File: config.mk
export PLATFORM = sky130hd
export DESIGN_NAME = gdsc_core
export DESIGN_NICKNAME = d
export VERILOG_FILES = /design/src/design/gdsc_pkg.sv /design/src/design/gdsc_core.sv
export VERILOG_INCLUDE_DIRS = /design/src /design/src/design
export SDC_FILE = /design/constraint.sdc
export NUM_CORES = 1
export LEC_CHECK = 0
export BUFFER_PORTS_ARGS = -buffer_cell sky130_fd_sc_hd__buf_2
export CAP_MARGIN = 20
export CORE_ASPECT_RATIO = 0.8
export CORE_UTILIZATION = 47
export DETAILED_ROUTE_END_ITERATION = 10
export PLACE_DENSITY = 0.67
export SLEW_MARGIN = 5
export SYNTH_ARGS = -nofsm -noshare
export SYNTH_HDL_FRONTEND = slang
export SYNTH_SLANG_ARGS = --single-unit
File: constraint.sdc
create_clock -name clk_i -period 4.1 [get_ports clk_i]
set_clock_uncertainty 0.15 [all_clocks]
set_input_delay 0.41 -clock clk_i [delete_from_list [all_inputs] [get_ports clk_i]]
set_output_delay 0.41 -clock clk_i [all_outputs]
set_load 0.02 [all_outputs]
File: src/design/gdsc_params.svh
// Constants of the gate driver sense and overcurrent control block.
`ifndef GDSC_PARAMS_SVH
`define GDSC_PARAMS_SVH

// ****************************************
// Register byte offsets (Wishbone, 32-bit words)
// ****************************************
`define GDSC_OFS_PUMP    8'h00
`define GDSC_OFS_SENSE   8'h04
`define GDSC_OFS_OCP     8'h08
`define GDSC_OFS_STATUS  8'h0c
`define GDSC_OFS_CMD     8'h10

// ****************************************
// Field positions
// ****************************************
`define GDSC_PUMP_FREQ_LO    0
`define GDSC_PUMP_SPREAD     2
`define GDSC_PUMP_PRECHG     3
`define GDSC_SNS_EN_LO       0
`define GDSC_SNS_MODE_LO     3
`define GDSC_SNS_GAIN_LO     5
`define GDSC_SNS_OFS_LO      8
`define GDSC_SNS_BLANK_LO    10
`define GDSC_SNS_AZ_DIS      14
`define GDSC_SNS_GAINSRC     15
`define GDSC_SNS_CAL         16
`define GDSC_OCP_REACT_LO    0
`define GDSC_OCP_BRAKE_LO    2
`define GDSC_OCP_LATCH       4
`define GDSC_OCP_COUNT_LO    5
`define GDSC_CMD_CLEAR       0

// ****************************************
// Reset values
// ****************************************
`define GDSC_RST_PUMP   32'h0000_0004
`define GDSC_RST_SENSE  32'h0000_000f
`define GDSC_RST_OCP    32'h0000_0020

// ****************************************
// Timing (125 MHz clock, 8 ns period)
// ****************************************
`define GDSC_CLK_PERIOD_PS   8000
`define GDSC_PUMP_DIV_781K   80
`define GDSC_BLANK_50NS_PS   50000
`define GDSC_BLANK_8US_PS    8000000
`define GDSC_BLANK_MIN_CYC   ((`GDSC_BLANK_50NS_PS + `GDSC_CLK_PERIOD_PS - 1) / `GDSC_CLK_PERIOD_PS)
`define GDSC_BLANK_MAX_CYC   (`GDSC_BLANK_8US_PS / `GDSC_CLK_PERIOD_PS)
`define GDSC_BLANK_MID1_CYC  25
`define GDSC_BLANK_MID2_CYC  63
`define GDSC_BLANK_MID3_CYC  125
`define GDSC_BLANK_MID4_CYC  250
`define GDSC_BLANK_MID5_CYC  500
`define GDSC_BLANK_MID6_CYC  750
`define GDSC_AZ_TIMEOUT_CYC  125000

`endif

File: src/design/gdsc_pkg.sv
// Types of the gate driver sense and overcurrent control block.
package gdsc_pkg;

	// Sense output window modes
	typedef enum logic [1:0] {
		GDSC_MODE_OFF      = 2'b00,
		GDSC_MODE_LOWSIDE  = 2'b01,
		GDSC_MODE_EXTENDED = 2'b10,
		GDSC_MODE_ON       = 2'b11
	} gdsc_mode_t;

	// Overcurrent reaction
	typedef enum logic [1:0] {
		GDSC_REACT_TRUNC_REPORT = 2'b00,
		GDSC_REACT_TRUNC_ONLY   = 2'b01,
		GDSC_REACT_BRAKE        = 2'b10,
		GDSC_REACT_IGNORE       = 2'b11
	} gdsc_react_t;

	// Six PWM or gate signals, one bit per phase
	typedef struct packed {
		logic [2:0] high;
		logic [2:0] low;
	} gdsc_gates_t;

	// Whole block state
	typedef struct packed {
		logic [31:0] pump_q;
		logic [31:0] sense_q;
		logic [31:0] ocp_q;
		logic ack_q;
		logic [31:0] rdata_q;
		logic [8:0] pump_cnt_q;
		logic pump_clk_q;
		logic [3:0] lfsr_q;
		logic [2:0] hs_prev_q;
		logic [2:0] ls_prev_q;
		logic [2:0] win_prev_q;
		logic [12:0] blank_cnt_q0;
		logic [12:0] blank_cnt_q1;
		logic [12:0] blank_cnt_q2;
		logic [16:0] az_cnt_q;
		logic az_pulse_q;
		logic pwm_prev_q;
		logic oc_in_cycle_q;
		logic [3:0] oc_run_q;
		logic fault_q;
		logic trunc_q;
		logic gain_loaded_q;
		logic [2:0] gain_q;
		logic [2:0] sense_conn_q;
	} gdsc_state_t;

endpackage

File: src/design/gdsc_core.sv
// Sense amplifier gating, auto-zero, charge pump clock and overcurrent control.
//
// Chosen here: the address map and the Wishbone register port.
`timescale 1ns/1ps
`include "gdsc_params.svh"

// ****************************************
// Register map
// ****************************************
// Pump word:
//   bits 1:0 rate code
//     0 is the default rate
//     1 is half the default rate
//     2 is twice the default rate
//     3 is a quarter of the default rate
//   bit 2 spread spectrum, on after reset
//   bit 3 pre-charge, off after reset
// Sense word:
//   bits 2:0 amplifier enables, one per phase
//   bits 4:3 output window mode
//     0 output always off
//     1 low-side window, the reset mode
//     2 extended window, low side plus dead-times
//     3 output always on
//   bits 7:5 gain code, zero gives the lowest gain
//   bits 9:8 offset code, zero gives half supply
//   bits 12:10 blanking code, zero disables blanking
//   bit 14 auto-zero disable
//   bit 15 gain taken from the external resistor
//   bit 16 user calibration request
// Overcurrent word:
//   bits 1:0 reaction
//     0 truncate and report
//     1 truncate only
//     2 brake instead of truncating
//     3 ignore the event
//   bits 3:2 brake mode, zero leaves the gates alone
//   bit 4 latched fault
//   bits 8:5 consecutive PWM cycle target
// Status word, read only:
//   bit 0 fault line level
//   bit 1 auto-zero pulse
//   bit 2 truncation flag, set by a positive event in any reaction, even brake or ignore
//   bit 3 resistor gain loaded
//   bits 6:4 gain in use
//   bits 10:7 consecutive cycle count
// Command word:
//   bit 0 written high clears a latched fault
// Hazards:
//   The bus answers one cycle after the request
//   A held strobe is not taken twice, ack blocks it
//   Sense outputs follow the PWM inputs one cycle late
//   Gate outputs are combinational from the PWM inputs
//   A fault set and a clear in one cycle keep the fault

// What this block does
// - Charge pump clock, four rates, 781.3k default
// - Spread spectrum on by default, can disable
// - Optional pre-charge before driver enable
// - Each sense amplifier enabled on its own
// - Offset select, half supply by default
// - Auto-zero after high-side edge timeout
// - Auto-zero continuous in standby, can disable
// - User calibration with gates low
// - Gain four after reset, seven others
// - Sample external gain resistor once at start
// - Always-off mode disables amplifier outputs
// - Low-side window, OR for single shunt
// - Extended window includes both dead-times
// - Always-on mode connects enabled outputs
// - Leading-edge blanking, zero or 50ns-8us
// - Shared positive and negative thresholds
// - Positive overcurrent truncates all high sides
// - Reactions: report, truncate only, ignore
// - Optional braking instead of truncation
// - Latched fault held until clear command
// - Fault after N consecutive PWM cycles
module gdsc_core #(
	parameter int AZ_TIMEOUT = `GDSC_AZ_TIMEOUT_CYC
) (
	input wire logic clk_i,
	input wire logic rst_i,
	input wire logic wb_cyc_i,
	input wire logic wb_stb_i,
	input wire logic wb_we_i,
	input wire logic [7:0] wb_adr_i,
	input wire logic [3:0] wb_sel_i,
	input wire logic [31:0] wb_dat_i,
	output logic [31:0] wb_dat_o,
	output logic wb_ack_o,
	input wire gdsc_pkg::gdsc_gates_t pwm_i,
	input wire logic driver_stage_enable_i,
	input wire logic standby_i,
	input wire logic [6:0] external_gain_resistor_i,
	input wire logic [2:0] oc_pos_i,
	input wire logic [2:0] oc_neg_i,
	output gdsc_pkg::gdsc_gates_t gate_out_o,
	output logic pump_clk_o,
	output logic pump_precharge_o,
	output logic [2:0] sense_amp_output_o,
	output logic [2:0] sense_in_connect_o,
	output logic [2:0] amp_enable_o,
	output logic [2:0] gain_code_o,
	output logic [1:0] offset_code_o,
	output logic auto_zero_o,
	output logic calibrate_o,
	output logic brake_o,
	output logic fault_line_n_o
);

	// Elaboration check on the timeout
	if (AZ_TIMEOUT < 2 || AZ_TIMEOUT > 131071) begin : g_bad
		$error("AZ_TIMEOUT out of range");
	end

	// ****************************************
	// Functions
	// ****************************************
	// Blanking length in cycles from the 3-bit code
	function automatic logic [12:0] blank_len(input logic [2:0] code);
		unique case (code)
			3'h0: blank_len = 13'h0000;
			3'h1: blank_len = 13'(`GDSC_BLANK_MIN_CYC);
			3'h2: blank_len = 13'(`GDSC_BLANK_MID1_CYC);
			3'h3: blank_len = 13'(`GDSC_BLANK_MID2_CYC);
			3'h4: blank_len = 13'(`GDSC_BLANK_MID3_CYC);
			3'h5: blank_len = 13'(`GDSC_BLANK_MID4_CYC);
			3'h6: blank_len = 13'(`GDSC_BLANK_MID5_CYC);
			3'h7: blank_len = 13'(`GDSC_BLANK_MAX_CYC);
		endcase
	endfunction

	// Next blank count: reload on transition, else count down
	function automatic logic [12:0] blank_step(input logic edge_seen, input logic [12:0] cnt,
		input logic [2:0] code);
		if (edge_seen) begin
			blank_step = blank_len(code);
		end else if (cnt != 13'h0000) begin
			blank_step = cnt - 13'h0001;
		end else begin
			blank_step = cnt;
		end
	endfunction

	// ****************************************
	// State
	// ****************************************
	gdsc_pkg::gdsc_state_t s_q; // Registered state
	gdsc_pkg::gdsc_state_t s_d; // Next state
	gdsc_pkg::gdsc_mode_t mode; // Sense window mode
	gdsc_pkg::gdsc_react_t react; // Overcurrent reaction
	logic wb_req; // Bus request present this cycle
	logic [31:0] wmask; // Byte lane mask
	logic [2:0] en; // Amplifier enables
	logic [2:0] win; // Raw sense windows
	logic [2:0] blank; // Blanking active per phase
	logic [2:0] oc_pos_v; // Unblanked positive comparators
	logic oc_any; // Any valid overcurrent
	logic pwm_start; // Start of a PWM cycle: any high-side rising
	logic [3:0] oc_target; // Consecutive count target
	logic [8:0] pump_div; // Pump half period in cycles, with spread
	logic [2:0] blank_code; // Blanking code
	logic clear_cmd; // Clear command write
	logic truncate; // High sides forced off

	// ****************************************
	// Decoded controls
	// ****************************************
	always_comb begin
		mode = gdsc_pkg::gdsc_mode_t'(s_q.sense_q[`GDSC_SNS_MODE_LO +: 2]);
		react = gdsc_pkg::gdsc_react_t'(s_q.ocp_q[`GDSC_OCP_REACT_LO +: 2]);
		en = s_q.sense_q[`GDSC_SNS_EN_LO +: 3];
		blank_code = s_q.sense_q[`GDSC_SNS_BLANK_LO +: 3];
		oc_target = s_q.ocp_q[`GDSC_OCP_COUNT_LO +: 4];
		wb_req = wb_cyc_i && wb_stb_i && !s_q.ack_q;
		wmask = {{8{wb_sel_i[3]}}, {8{wb_sel_i[2]}}, {8{wb_sel_i[1]}}, {8{wb_sel_i[0]}}};
		clear_cmd = wb_req && wb_we_i && wb_adr_i == `GDSC_OFS_CMD && wb_sel_i[0]
			&& wb_dat_i[`GDSC_CMD_CLEAR];
		// Blanking on phase p: its blank counter not yet at zero
		blank = 3'h0;
		for (int p = 0; p < 3; p++) begin
			blank[p] = s_q.blank_cnt_q0 != 13'h0000 && p == 0
				|| s_q.blank_cnt_q1 != 13'h0000 && p == 1
				|| s_q.blank_cnt_q2 != 13'h0000 && p == 2;
		end
		// Sense window per phase
		unique case (mode)
			gdsc_pkg::GDSC_MODE_OFF: win = 3'h0;
			gdsc_pkg::GDSC_MODE_LOWSIDE: win = pwm_i.low;
			gdsc_pkg::GDSC_MODE_EXTENDED: win = ~pwm_i.high;
			gdsc_pkg::GDSC_MODE_ON: win = 3'h7;
		endcase
		// Single shunt uses the OR of all low-side windows
		if (mode == gdsc_pkg::GDSC_MODE_LOWSIDE && en == 3'h1) begin
			win = {2'b00, |pwm_i.low};
		end
		oc_pos_v = oc_pos_i & ~blank & en;
		oc_any = |oc_pos_v || |(oc_neg_i & ~blank & en);
		pwm_start = |(pwm_i.high & ~s_q.hs_prev_q);
		// Half period per rate code; code 3 is the slowest, code 2 the fastest
		pump_div = 9'(`GDSC_PUMP_DIV_781K);
		unique case (s_q.pump_q[`GDSC_PUMP_FREQ_LO +: 2])
			2'h0: pump_div = 9'(`GDSC_PUMP_DIV_781K);
			2'h1: pump_div = 9'(`GDSC_PUMP_DIV_781K * 2);
			2'h2: pump_div = 9'(`GDSC_PUMP_DIV_781K / 2);
			2'h3: pump_div = 9'(`GDSC_PUMP_DIV_781K * 4);
		endcase
		// Spread only lengthens half periods, so the clock never runs fast
		if (s_q.pump_q[`GDSC_PUMP_SPREAD]) begin
			pump_div = pump_div + {5'h00, s_q.lfsr_q};
		end
		truncate = s_q.trunc_q && react != gdsc_pkg::GDSC_REACT_IGNORE
			&& react != gdsc_pkg::GDSC_REACT_BRAKE;
	end

	// ****************************************
	// Next state
	// ****************************************
	always_comb begin
		s_d = s_q;
		// Bus slave: one wait-free ack per request
		s_d.ack_q = wb_req;
		if (wb_req && !wb_we_i) begin
			unique case (wb_adr_i)
				`GDSC_OFS_PUMP: s_d.rdata_q = s_q.pump_q;
				`GDSC_OFS_SENSE: s_d.rdata_q = s_q.sense_q;
				`GDSC_OFS_OCP: s_d.rdata_q = s_q.ocp_q;
				`GDSC_OFS_STATUS: s_d.rdata_q = {21'h0, s_q.oc_run_q, s_q.gain_q,
					s_q.gain_loaded_q, s_q.trunc_q, s_q.az_pulse_q, !s_q.fault_q};
				default: s_d.rdata_q = 32'h0000_0000;
			endcase
		end
		if (wb_req && wb_we_i) begin
			if (wb_adr_i == `GDSC_OFS_PUMP) begin
				s_d.pump_q = (s_q.pump_q & ~wmask) | (wb_dat_i & wmask);
			end
			if (wb_adr_i == `GDSC_OFS_SENSE) begin
				s_d.sense_q = (s_q.sense_q & ~wmask) | (wb_dat_i & wmask);
			end
			if (wb_adr_i == `GDSC_OFS_OCP) begin
				s_d.ocp_q = (s_q.ocp_q & ~wmask) | (wb_dat_i & wmask);
			end
		end
		// Charge pump clock divider
		// Toggle after pump_div cycles, counter running 0 to pump_div - 1
		if (s_q.pump_cnt_q >= pump_div - 9'h001) begin
			s_d.pump_cnt_q = 9'h000;
			s_d.pump_clk_q = !s_q.pump_clk_q;
			s_d.lfsr_q = {s_q.lfsr_q[2:0], s_q.lfsr_q[3] ^ s_q.lfsr_q[2]};
		end else begin
			s_d.pump_cnt_q = s_q.pump_cnt_q + 9'h001;
		end
		// Blanking restarts at every gate transition of a phase
		s_d.hs_prev_q = pwm_i.high;
		s_d.ls_prev_q = pwm_i.low;
		s_d.blank_cnt_q0 = blank_step(pwm_i.high[0] != s_q.hs_prev_q[0]
			|| pwm_i.low[0] != s_q.ls_prev_q[0], s_q.blank_cnt_q0, blank_code);
		s_d.blank_cnt_q1 = blank_step(pwm_i.high[1] != s_q.hs_prev_q[1]
			|| pwm_i.low[1] != s_q.ls_prev_q[1], s_q.blank_cnt_q1, blank_code);
		s_d.blank_cnt_q2 = blank_step(pwm_i.high[2] != s_q.hs_prev_q[2]
			|| pwm_i.low[2] != s_q.ls_prev_q[2], s_q.blank_cnt_q2, blank_code);
		s_d.win_prev_q = win;
		s_d.sense_conn_q = win & en;
		// Auto-zero watchdog
		s_d.az_pulse_q = 1'b0;
		if (s_q.sense_q[`GDSC_SNS_AZ_DIS]) begin
			s_d.az_cnt_q = 17'h0;
		end else if (standby_i) begin
			s_d.az_pulse_q = 1'b1;
			s_d.az_cnt_q = 17'h0;
		end else if (pwm_start) begin
			s_d.az_cnt_q = 17'h0;
		end else if (s_q.az_cnt_q >= 17'(AZ_TIMEOUT - 1)) begin
			s_d.az_cnt_q = 17'h0;
			s_d.az_pulse_q = 1'b1;
		end else begin
			s_d.az_cnt_q = s_q.az_cnt_q + 17'h1;
		end
		// Gain: resistor sampled once on first driver enable
		if (!s_q.sense_q[`GDSC_SNS_GAINSRC]) begin
			s_d.gain_q = s_q.sense_q[`GDSC_SNS_GAIN_LO +: 3];
		end else if (!s_q.gain_loaded_q && driver_stage_enable_i) begin
			s_d.gain_q = external_gain_resistor_i[6:4];
			s_d.gain_loaded_q = 1'b1;
		end
		// Overcurrent: count PWM cycles holding an event
		if (oc_any && react != gdsc_pkg::GDSC_REACT_IGNORE) begin
			s_d.oc_in_cycle_q = 1'b1;
		end
		if (pwm_start) begin
			s_d.oc_in_cycle_q = 1'b0;
			if (s_q.oc_in_cycle_q) begin
				s_d.oc_run_q = (s_q.oc_run_q == 4'hf) ? s_q.oc_run_q : s_q.oc_run_q + 4'h1;
			end else begin
				s_d.oc_run_q = 4'h0;
			end
		end
		s_d.trunc_q = |oc_pos_v || (s_q.trunc_q && !pwm_start);
		// Fault line: set wins over clear
		if (!s_q.ocp_q[`GDSC_OCP_LATCH]) begin
			s_d.fault_q = 1'b0;
		end else if (clear_cmd) begin
			s_d.fault_q = 1'b0;
		end
		if (react == gdsc_pkg::GDSC_REACT_TRUNC_REPORT && oc_any
			&& {1'b0, s_q.oc_run_q} + 5'h01 >= {1'b0, oc_target}) begin
			// Five bits so a saturated count cannot wrap past the target
			s_d.fault_q = 1'b1;
		end
		if (!s_q.gain_loaded_q && !s_q.sense_q[`GDSC_SNS_GAINSRC]) begin
			s_d.gain_loaded_q = 1'b0;
		end
	end

	// ****************************************
	// Registers
	// ****************************************
	always_ff @(posedge clk_i) begin
		if (rst_i) begin
			s_q <= '0;
			s_q.pump_q <= `GDSC_RST_PUMP;
			s_q.sense_q <= `GDSC_RST_SENSE;
			s_q.ocp_q <= `GDSC_RST_OCP;
			s_q.lfsr_q <= 4'h1;
		end else begin
			s_q <= s_d;
		end
	end

	// ****************************************
	// Outputs
	// ****************************************
	always_comb begin
		wb_ack_o = s_q.ack_q;
		wb_dat_o = s_q.rdata_q;
		// Truncation forces all high sides off; braking turns all low sides on in brake mode 1, all off in modes 2 and 3
		gate_out_o.high = truncate ? 3'h0 : pwm_i.high;
		gate_out_o.low = pwm_i.low;
		brake_o = s_q.trunc_q && react == gdsc_pkg::GDSC_REACT_BRAKE;
		if (brake_o && s_q.ocp_q[`GDSC_OCP_BRAKE_LO +: 2] != 2'h0) begin
			gate_out_o.high = 3'h0;
			gate_out_o.low = (s_q.ocp_q[`GDSC_OCP_BRAKE_LO +: 2] == 2'h1) ? 3'h7 : 3'h0;
		end
		pump_clk_o = s_q.pump_clk_q;
		pump_precharge_o = s_q.pump_q[`GDSC_PUMP_PRECHG] && !driver_stage_enable_i;
		sense_amp_output_o = s_q.sense_conn_q;
		sense_in_connect_o = s_q.sense_conn_q & ~blank;
		amp_enable_o = (mode == gdsc_pkg::GDSC_MODE_OFF) ? 3'h0 : en;
		gain_code_o = s_q.gain_q;
		offset_code_o = s_q.sense_q[`GDSC_SNS_OFS_LO +: 2];
		auto_zero_o = s_q.az_pulse_q;
		calibrate_o = s_q.sense_q[`GDSC_SNS_CAL] && pwm_i == '0;
		fault_line_n_o = !s_q.fault_q;
	end

endmodule

== Word-level counts from Yosys, hierarchy flattened ==
Memories as Yosys holds them, arrays and structs flattened. A register that Yosys moved wholly into a read port is not among the register bits.
Index checks and enable logic that the tools add are counted.

* Register bits: 220
* Bits in read-only memories: 240
* Output and inout bits: 59
* Memories kept: 3

* Add/sub/neg operators: 9
* Magnitude comparators: 3
* Equality and inequality tests: 25
* Mux-type cells: 31
* Bitwise logic cells: 19
* Reduce and logical (&&, ||, !) cells: 59

{| class="wikitable"
|+ Memories
! memory !! words !! width !! read ports !! clocked after Yosys merged registers in !! wr ports !! RTL line !! source
|-
| (name not given) || 8 || 10 || 1 || 1 || 0 || gdsc_core.sv:121 || <nowiki>unique case (code)</nowiki>
|-
| (name not given) || 8 || 10 || 1 || 1 || 0 || gdsc_core.sv:121 ||
|-
| (name not given) || 8 || 10 || 1 || 1 || 0 || gdsc_core.sv:121 ||
|}

{| class="wikitable"
|+ Operators with widths
! kind !! number
|-
| bitwise AND 32 bit || 4
|-
| case mux 32 bit (4 select lines) || 1
|-
| OR 32 bit || 3
|-
| two-way mux 13 bit || 6
|-
| nonzero test 13 bit || 3
|-
| subtractor 13 x 1 -> 13 bit (second input constant) || 3
|-
| two-way mux 3 bit || 12
|-
| case mux 9 bit (4 select lines) || 1
|-
| inverter 32 bit || 1
|-
| bitwise AND 3 bit || 7
|-
| logical AND 1 bit || 20
|-
| adder 17 x 1 -> 17 bit (second input constant) || 1
|-
| greater-or-equal comparator 17 bit (second input constant) || 1
|-
| == test 8 x 4 -> 1 bit (second input constant) || 2
|-
| case mux 3 bit (4 select lines) || 1
|-
| OR reduction 3 bit || 4
|-
| == test 2 bit (second input constant) || 5
|-
| AND reduction 2 bit || 5
|-
| adder 9 x 1 -> 9 bit (second input constant) || 1
|-
| adder 9 x 4 -> 9 bit || 1
|-
| greater-or-equal comparator 9 bit || 1
|-
| two-way mux 9 bit || 1
|-
| inverter 3 bit || 3
|-
| subtractor 9 x 1 -> 9 bit (second input constant) || 1
|-
| other kinds (25) || 58
|}

== Logic depth before layout (Yosys ltp) ==
* Depth in word-level cells: 9
* Depth in mapped cells: 14

== Worst setup path after synthesis ==
OpenSTA, ideal clock, no wires.

* Path type: reg-to-reg
* From: register (tool-made name)
* To: register s_q[82] (netlist bit)
* Setup time: 0.116 ns
* Arrival time: 3.200 ns
* Setup slack: 0.634 ns
* Cell stages (with the launch flop): 14
* Buffers on the path: 0
* Cells stage by stage: dfxtp_1 -> inv_1 -> ha_1 -> ha_1 -> mux2i_1 -> or4b_2 -> a21oi_1 -> a21oi_1 -> ha_1 -> nand2_1 -> nor2_1 -> a41oi_1 -> nand2_1 -> a31o_2

{| class="wikitable"
|+ RTL lines
! what !! RTL line !! source
|-
| to (decl) || gdsc_core.sv:148 || <nowiki>gdsc_pkg::gdsc_state_t s_q;</nowiki>
|}

==> results.md <==
- The sequential cells in the finished layout cover a total of 4604 µm².
- The cell with the largest stage delay on the worst path is sky130_fd_sc_hd__or4b_2.
- In this run, the number of DRC markers left after iteration 0 of detailed routing was 670.
- STA puts the critical path data arrival time at 4.01 ns.
- The instance count of the mapped netlist is 1,317.
- Cell internal power was estimated by the tool at 3800 µW.
- In this run the deepest clock path goes through 3 buffers.
- After clock tree synthesis, the clock-pin slew on the worst setup and hold paths is 0.06 ns.
- The routed wirelength normalized by instance count is 16.38 µm.
- The number of clock sinks seen by CTS is 230.
- The synthesized design contains 230 register bits.
- The initialized floorplan defines 50 standard-cell rows.
- Walking the worst path, the cells encountered are inv_1 > ha_1 > ha_1 > mux2i_1 > or4b_2 > a21oi_1 > a21oi_1 > ha_1 > a21oi_1 > o21ai_0 > a41oi_1 > nand2_1 > a31o_2.
- The count of cell types in the netlist is 69.
- The static leakage is 0.005440 µW.
- For this run the aggregate overflow at the end of global routing stands at 0.
- In this run the worst path has a maximum fanout of 9.
- Measured along the y axis, the die boundary spans 139.9 µm.
- The sequential fraction of design power is 45.1%.
- Counting instances in the post-synthesis netlist gives the leading cell types as 230 x sky130_fd_sc_hd__dfxtp_1, 183 x sky130_fd_sc_hd__nand2_1, 139 x sky130_fd_sc_hd__nor2_1.
- In this run, placement finished with an instance count of 1,657.
- After routing, the total negative slack on setup checks comes to 0 ns.
- The top achievable clock speed is 266.1 MHz.
- In the routed layout, each cell is associated on average with a via count of 5.438.
- TritonCTS built the clock tree.
- After filler insertion, the fill cell instance count of the layout stands at 2,132.
- The fraction of synthesized cell area taken by the top area cell type is 41.22%.
- The initial antenna violation count came to 2.
- The share of power burned in the clock network is 41.0%.
- Entering global routing, the biggest net connects 88 pins.
- The share of power burned in combinational logic is 13.9%.
- After layout, the design draws a total of 5152 µW.
- The max-slew headroom at the worst pin is 26.73%.
- Dividing the final minimum period by the clock period gives 91.65%.
- For this design the top-level I/O count stands at 129.
- The signed area change from the synthesized netlist to the final layout is 12.82%.
- The number of buffers created by CTS is 24.
- The count of cells in the finished layout, fillers not included, comes to 1,714.
- The detail route stage leaves a number of antenna-violating nets equal to 0.
- IR analysis of the VDD net gives a maximum drop of 296.0 µV.
- Dividing the synthesized area by the synthesized cell count gives 8.482 µm².
- The number of synthesis warnings is 0.
- The most repeated cell in the gate-level netlist after synthesis is sky130_fd_sc_hd__dfxtp_1.
- For this run, the slowest stage of the critical path takes 0.63 ns.
- For the pin with the worst max-slew slack, the measured transition is 1.098 ns.
- The endpoint required time on the critical path is 4.36 ns.
- The net count of the finished layout is 1,482.
- Once the clock tree was built, the resizer swapped 0 gates to a different size.
- The portion of the post-synthesis area used by sequential elements is 41.22%.
- The clock insertion delay at the later pin of the skew report is 0.51 ns.
- The number of H-tree levels is 1.
- Cells with a size suffix above 1 make up 15.08% of the layout.
- The initial utilization of the core area, before any placement, comes to 47.87%.
- Summing every instance area after synthesis gives 11,170 µm².
- The die is 174.4 µm wide.
- The sum of net half-perimeters after detailed placement is 19.40 mm.
- After layout, the worst setup slack is 0.3423 ns.
- The hold slack is 0.01764 ns.
- The number of nets in the synthesized netlist is 1,417.
- The most used flip-flop cell after synthesis is sky130_fd_sc_hd__dfxtp_1.
- The worst path in the final design needs a cycle of 3.758 ns, including I/O delays and setup.
- The post-placement worst setup slack is 0.3875 ns.
- Wires add up to 28.08 mm.
- Yosys mapped a number of flops with a built-in enable equal to 0.
- The number of global-route vias before repair is 8,907.
- The fraction of power spent switching nets is 26.24%.
- Setup repair after global routing left no endpoint under its margin.
- The top cell type by total area after synthesis is sky130_fd_sc_hd__dfxtp_1.
- The flow ran to the end, and the final reports show no timing, DRC or antenna violations.
- The overall via count from detail_route is 9,321.
- The count of final hold-check violations is 0.
- The kind of capture point of the worst setup path is a flop.
- Routability-driven placement finished with a final weighted congestion of 0.8109.
- The wire length of the first global-routing pass is 45.93 mm.
- The count of unresolved DRC violations after routing is 0.
- Counting flops with an async set or reset pin after synthesis yields a share of 0%.
- The worst setup path is of the flop to flop kind.
- The total area inside the core boundary comes to 23,330 µm².
- The number of I/O port buffers is 124.
- The total of endpoints with negative setup slack in the final report is 0.
- The number of pins exceeding their max-slew limit in the final report is 0.
- Across every metal layer, demand over resource in global routing totals 23.03%.
- After synthesis, the cell types taking the most area are sky130_fd_sc_hd__dfxtp_1 41%, sky130_fd_sc_hd__mux2i_1 9.1%, sky130_fd_sc_hd__nand2_1 6.1%.
- The total area of multi-input combinational cells is 5858 µm².
- The total of max-cap violations is 0.
- The worst-case register-to-register setup slack is 0.34 ns.
- The net switching power is 1352 µW.
- The iteration count of the initial detailed-routing pass is 7.
- The worst setup path is launched from a flop.
- In this run the worst hold path is classified as input pin to flop.
- In this run the power density over the cells is 408.8 nW/µm².
- CTS placed an instance of sky130_fd_sc_hd__clkbuf_16 at the clock tree root.
- The die covers 24,390 µm².
critical path, delay by kind of cell (launching register included):
kind | cells | cell delay [ns]
buf+inv | 1 | 0.12
flops | 1 | 0.44
simple gates | 2 | 0.91
compound gates | 6 | 1.09
mux | 1 | 0.22
fa+ha+maj | 3 | 0.71
through the flow:
| step | utilization, % | instance area [µm²] |
|---|---|---|
| 2_1_floorplan | - | 11170 |
| 3_3_place_gp | 50.20 | 11710 |
| 3_5_place_dp | 50.20 | 11710 |
| 4_1_cts | 53.88 | 12570 |
| 5_1_grt | 54.00 | 12600 |
| 6_report | 54.01 | 12600 |
placed cells by master, fill, tap and decap left out, drive strengths merged, types with 32 or more instances in the layout:
cell | Yosys | routed
a21oi | 97 | 97
mux2i | 101 | 101
clkbuf | 53 | 40
dfxtp | 230 | 230
nand3 | 55 | 55
buf | 58 | 141
nand2 | 183 | 183
xnor2 | 33 | 33
o21ai | 80 | 80
nor3 | 32 | 32
nor2 | 139 | 139
cell families after synthesis:
family	count (synthesis)	synth area share (%)
adders and majority gates	30	3.360
buffers and inverters	141	6.384
AOI/OAI and AO/OA	237	12.29
and+or+nand+nor	517	22.32
DFF	230	41.22
muxes	108	10.19
xor gates and xnor gates	54	4.234
area by class of cell:
class,count,area share [%]
multi-input cells,946,46.48
flip-flops and latches,230,36.53
well taps,312,3.097
inverters,30,0.8935
repair buffers,150,6.830
diodes,3,0.05957
clock inverters,3,0.1390
clock buffers,40,5.966
final timing paths:
check	startpoint	endpoint	cells past startpoint
hold reg to reg	wb_dat_o[27]	wb_dat_o[27]	2
hold / removal	wb_dat_i[2]	flop	3
setup reg to reg	flop	s_q[82]	13
setup / recovery	flop	s_q[82]	13
repair_timing:
item / CTS / global route
endpoints found under the hold margin: 9 / 0
setup buffers: 0 / 0
setup endpoints to repair: 0 / 0
hold buffers: 9 / 0
power by group through the flow:
stage / logic, µW / clock network, µW / registers [µW]
floorplan: 525 / 0 / 2360
global placement: 690 / 0 / 2370
detailed placement: 699 / 0 / 2370
CTS: 713 / 2160 / 2320
global route: 793 / 2240 / 2330
finish: 719 / 2110 / 2320
layer usage:
metal	track usage, %	share of wire, %
met4	7.849	2.8
met2	35.35	44
met1	32.83	48
met5	0	0
met3	3.583	4.7
Power figures use the tool's default switching activity.
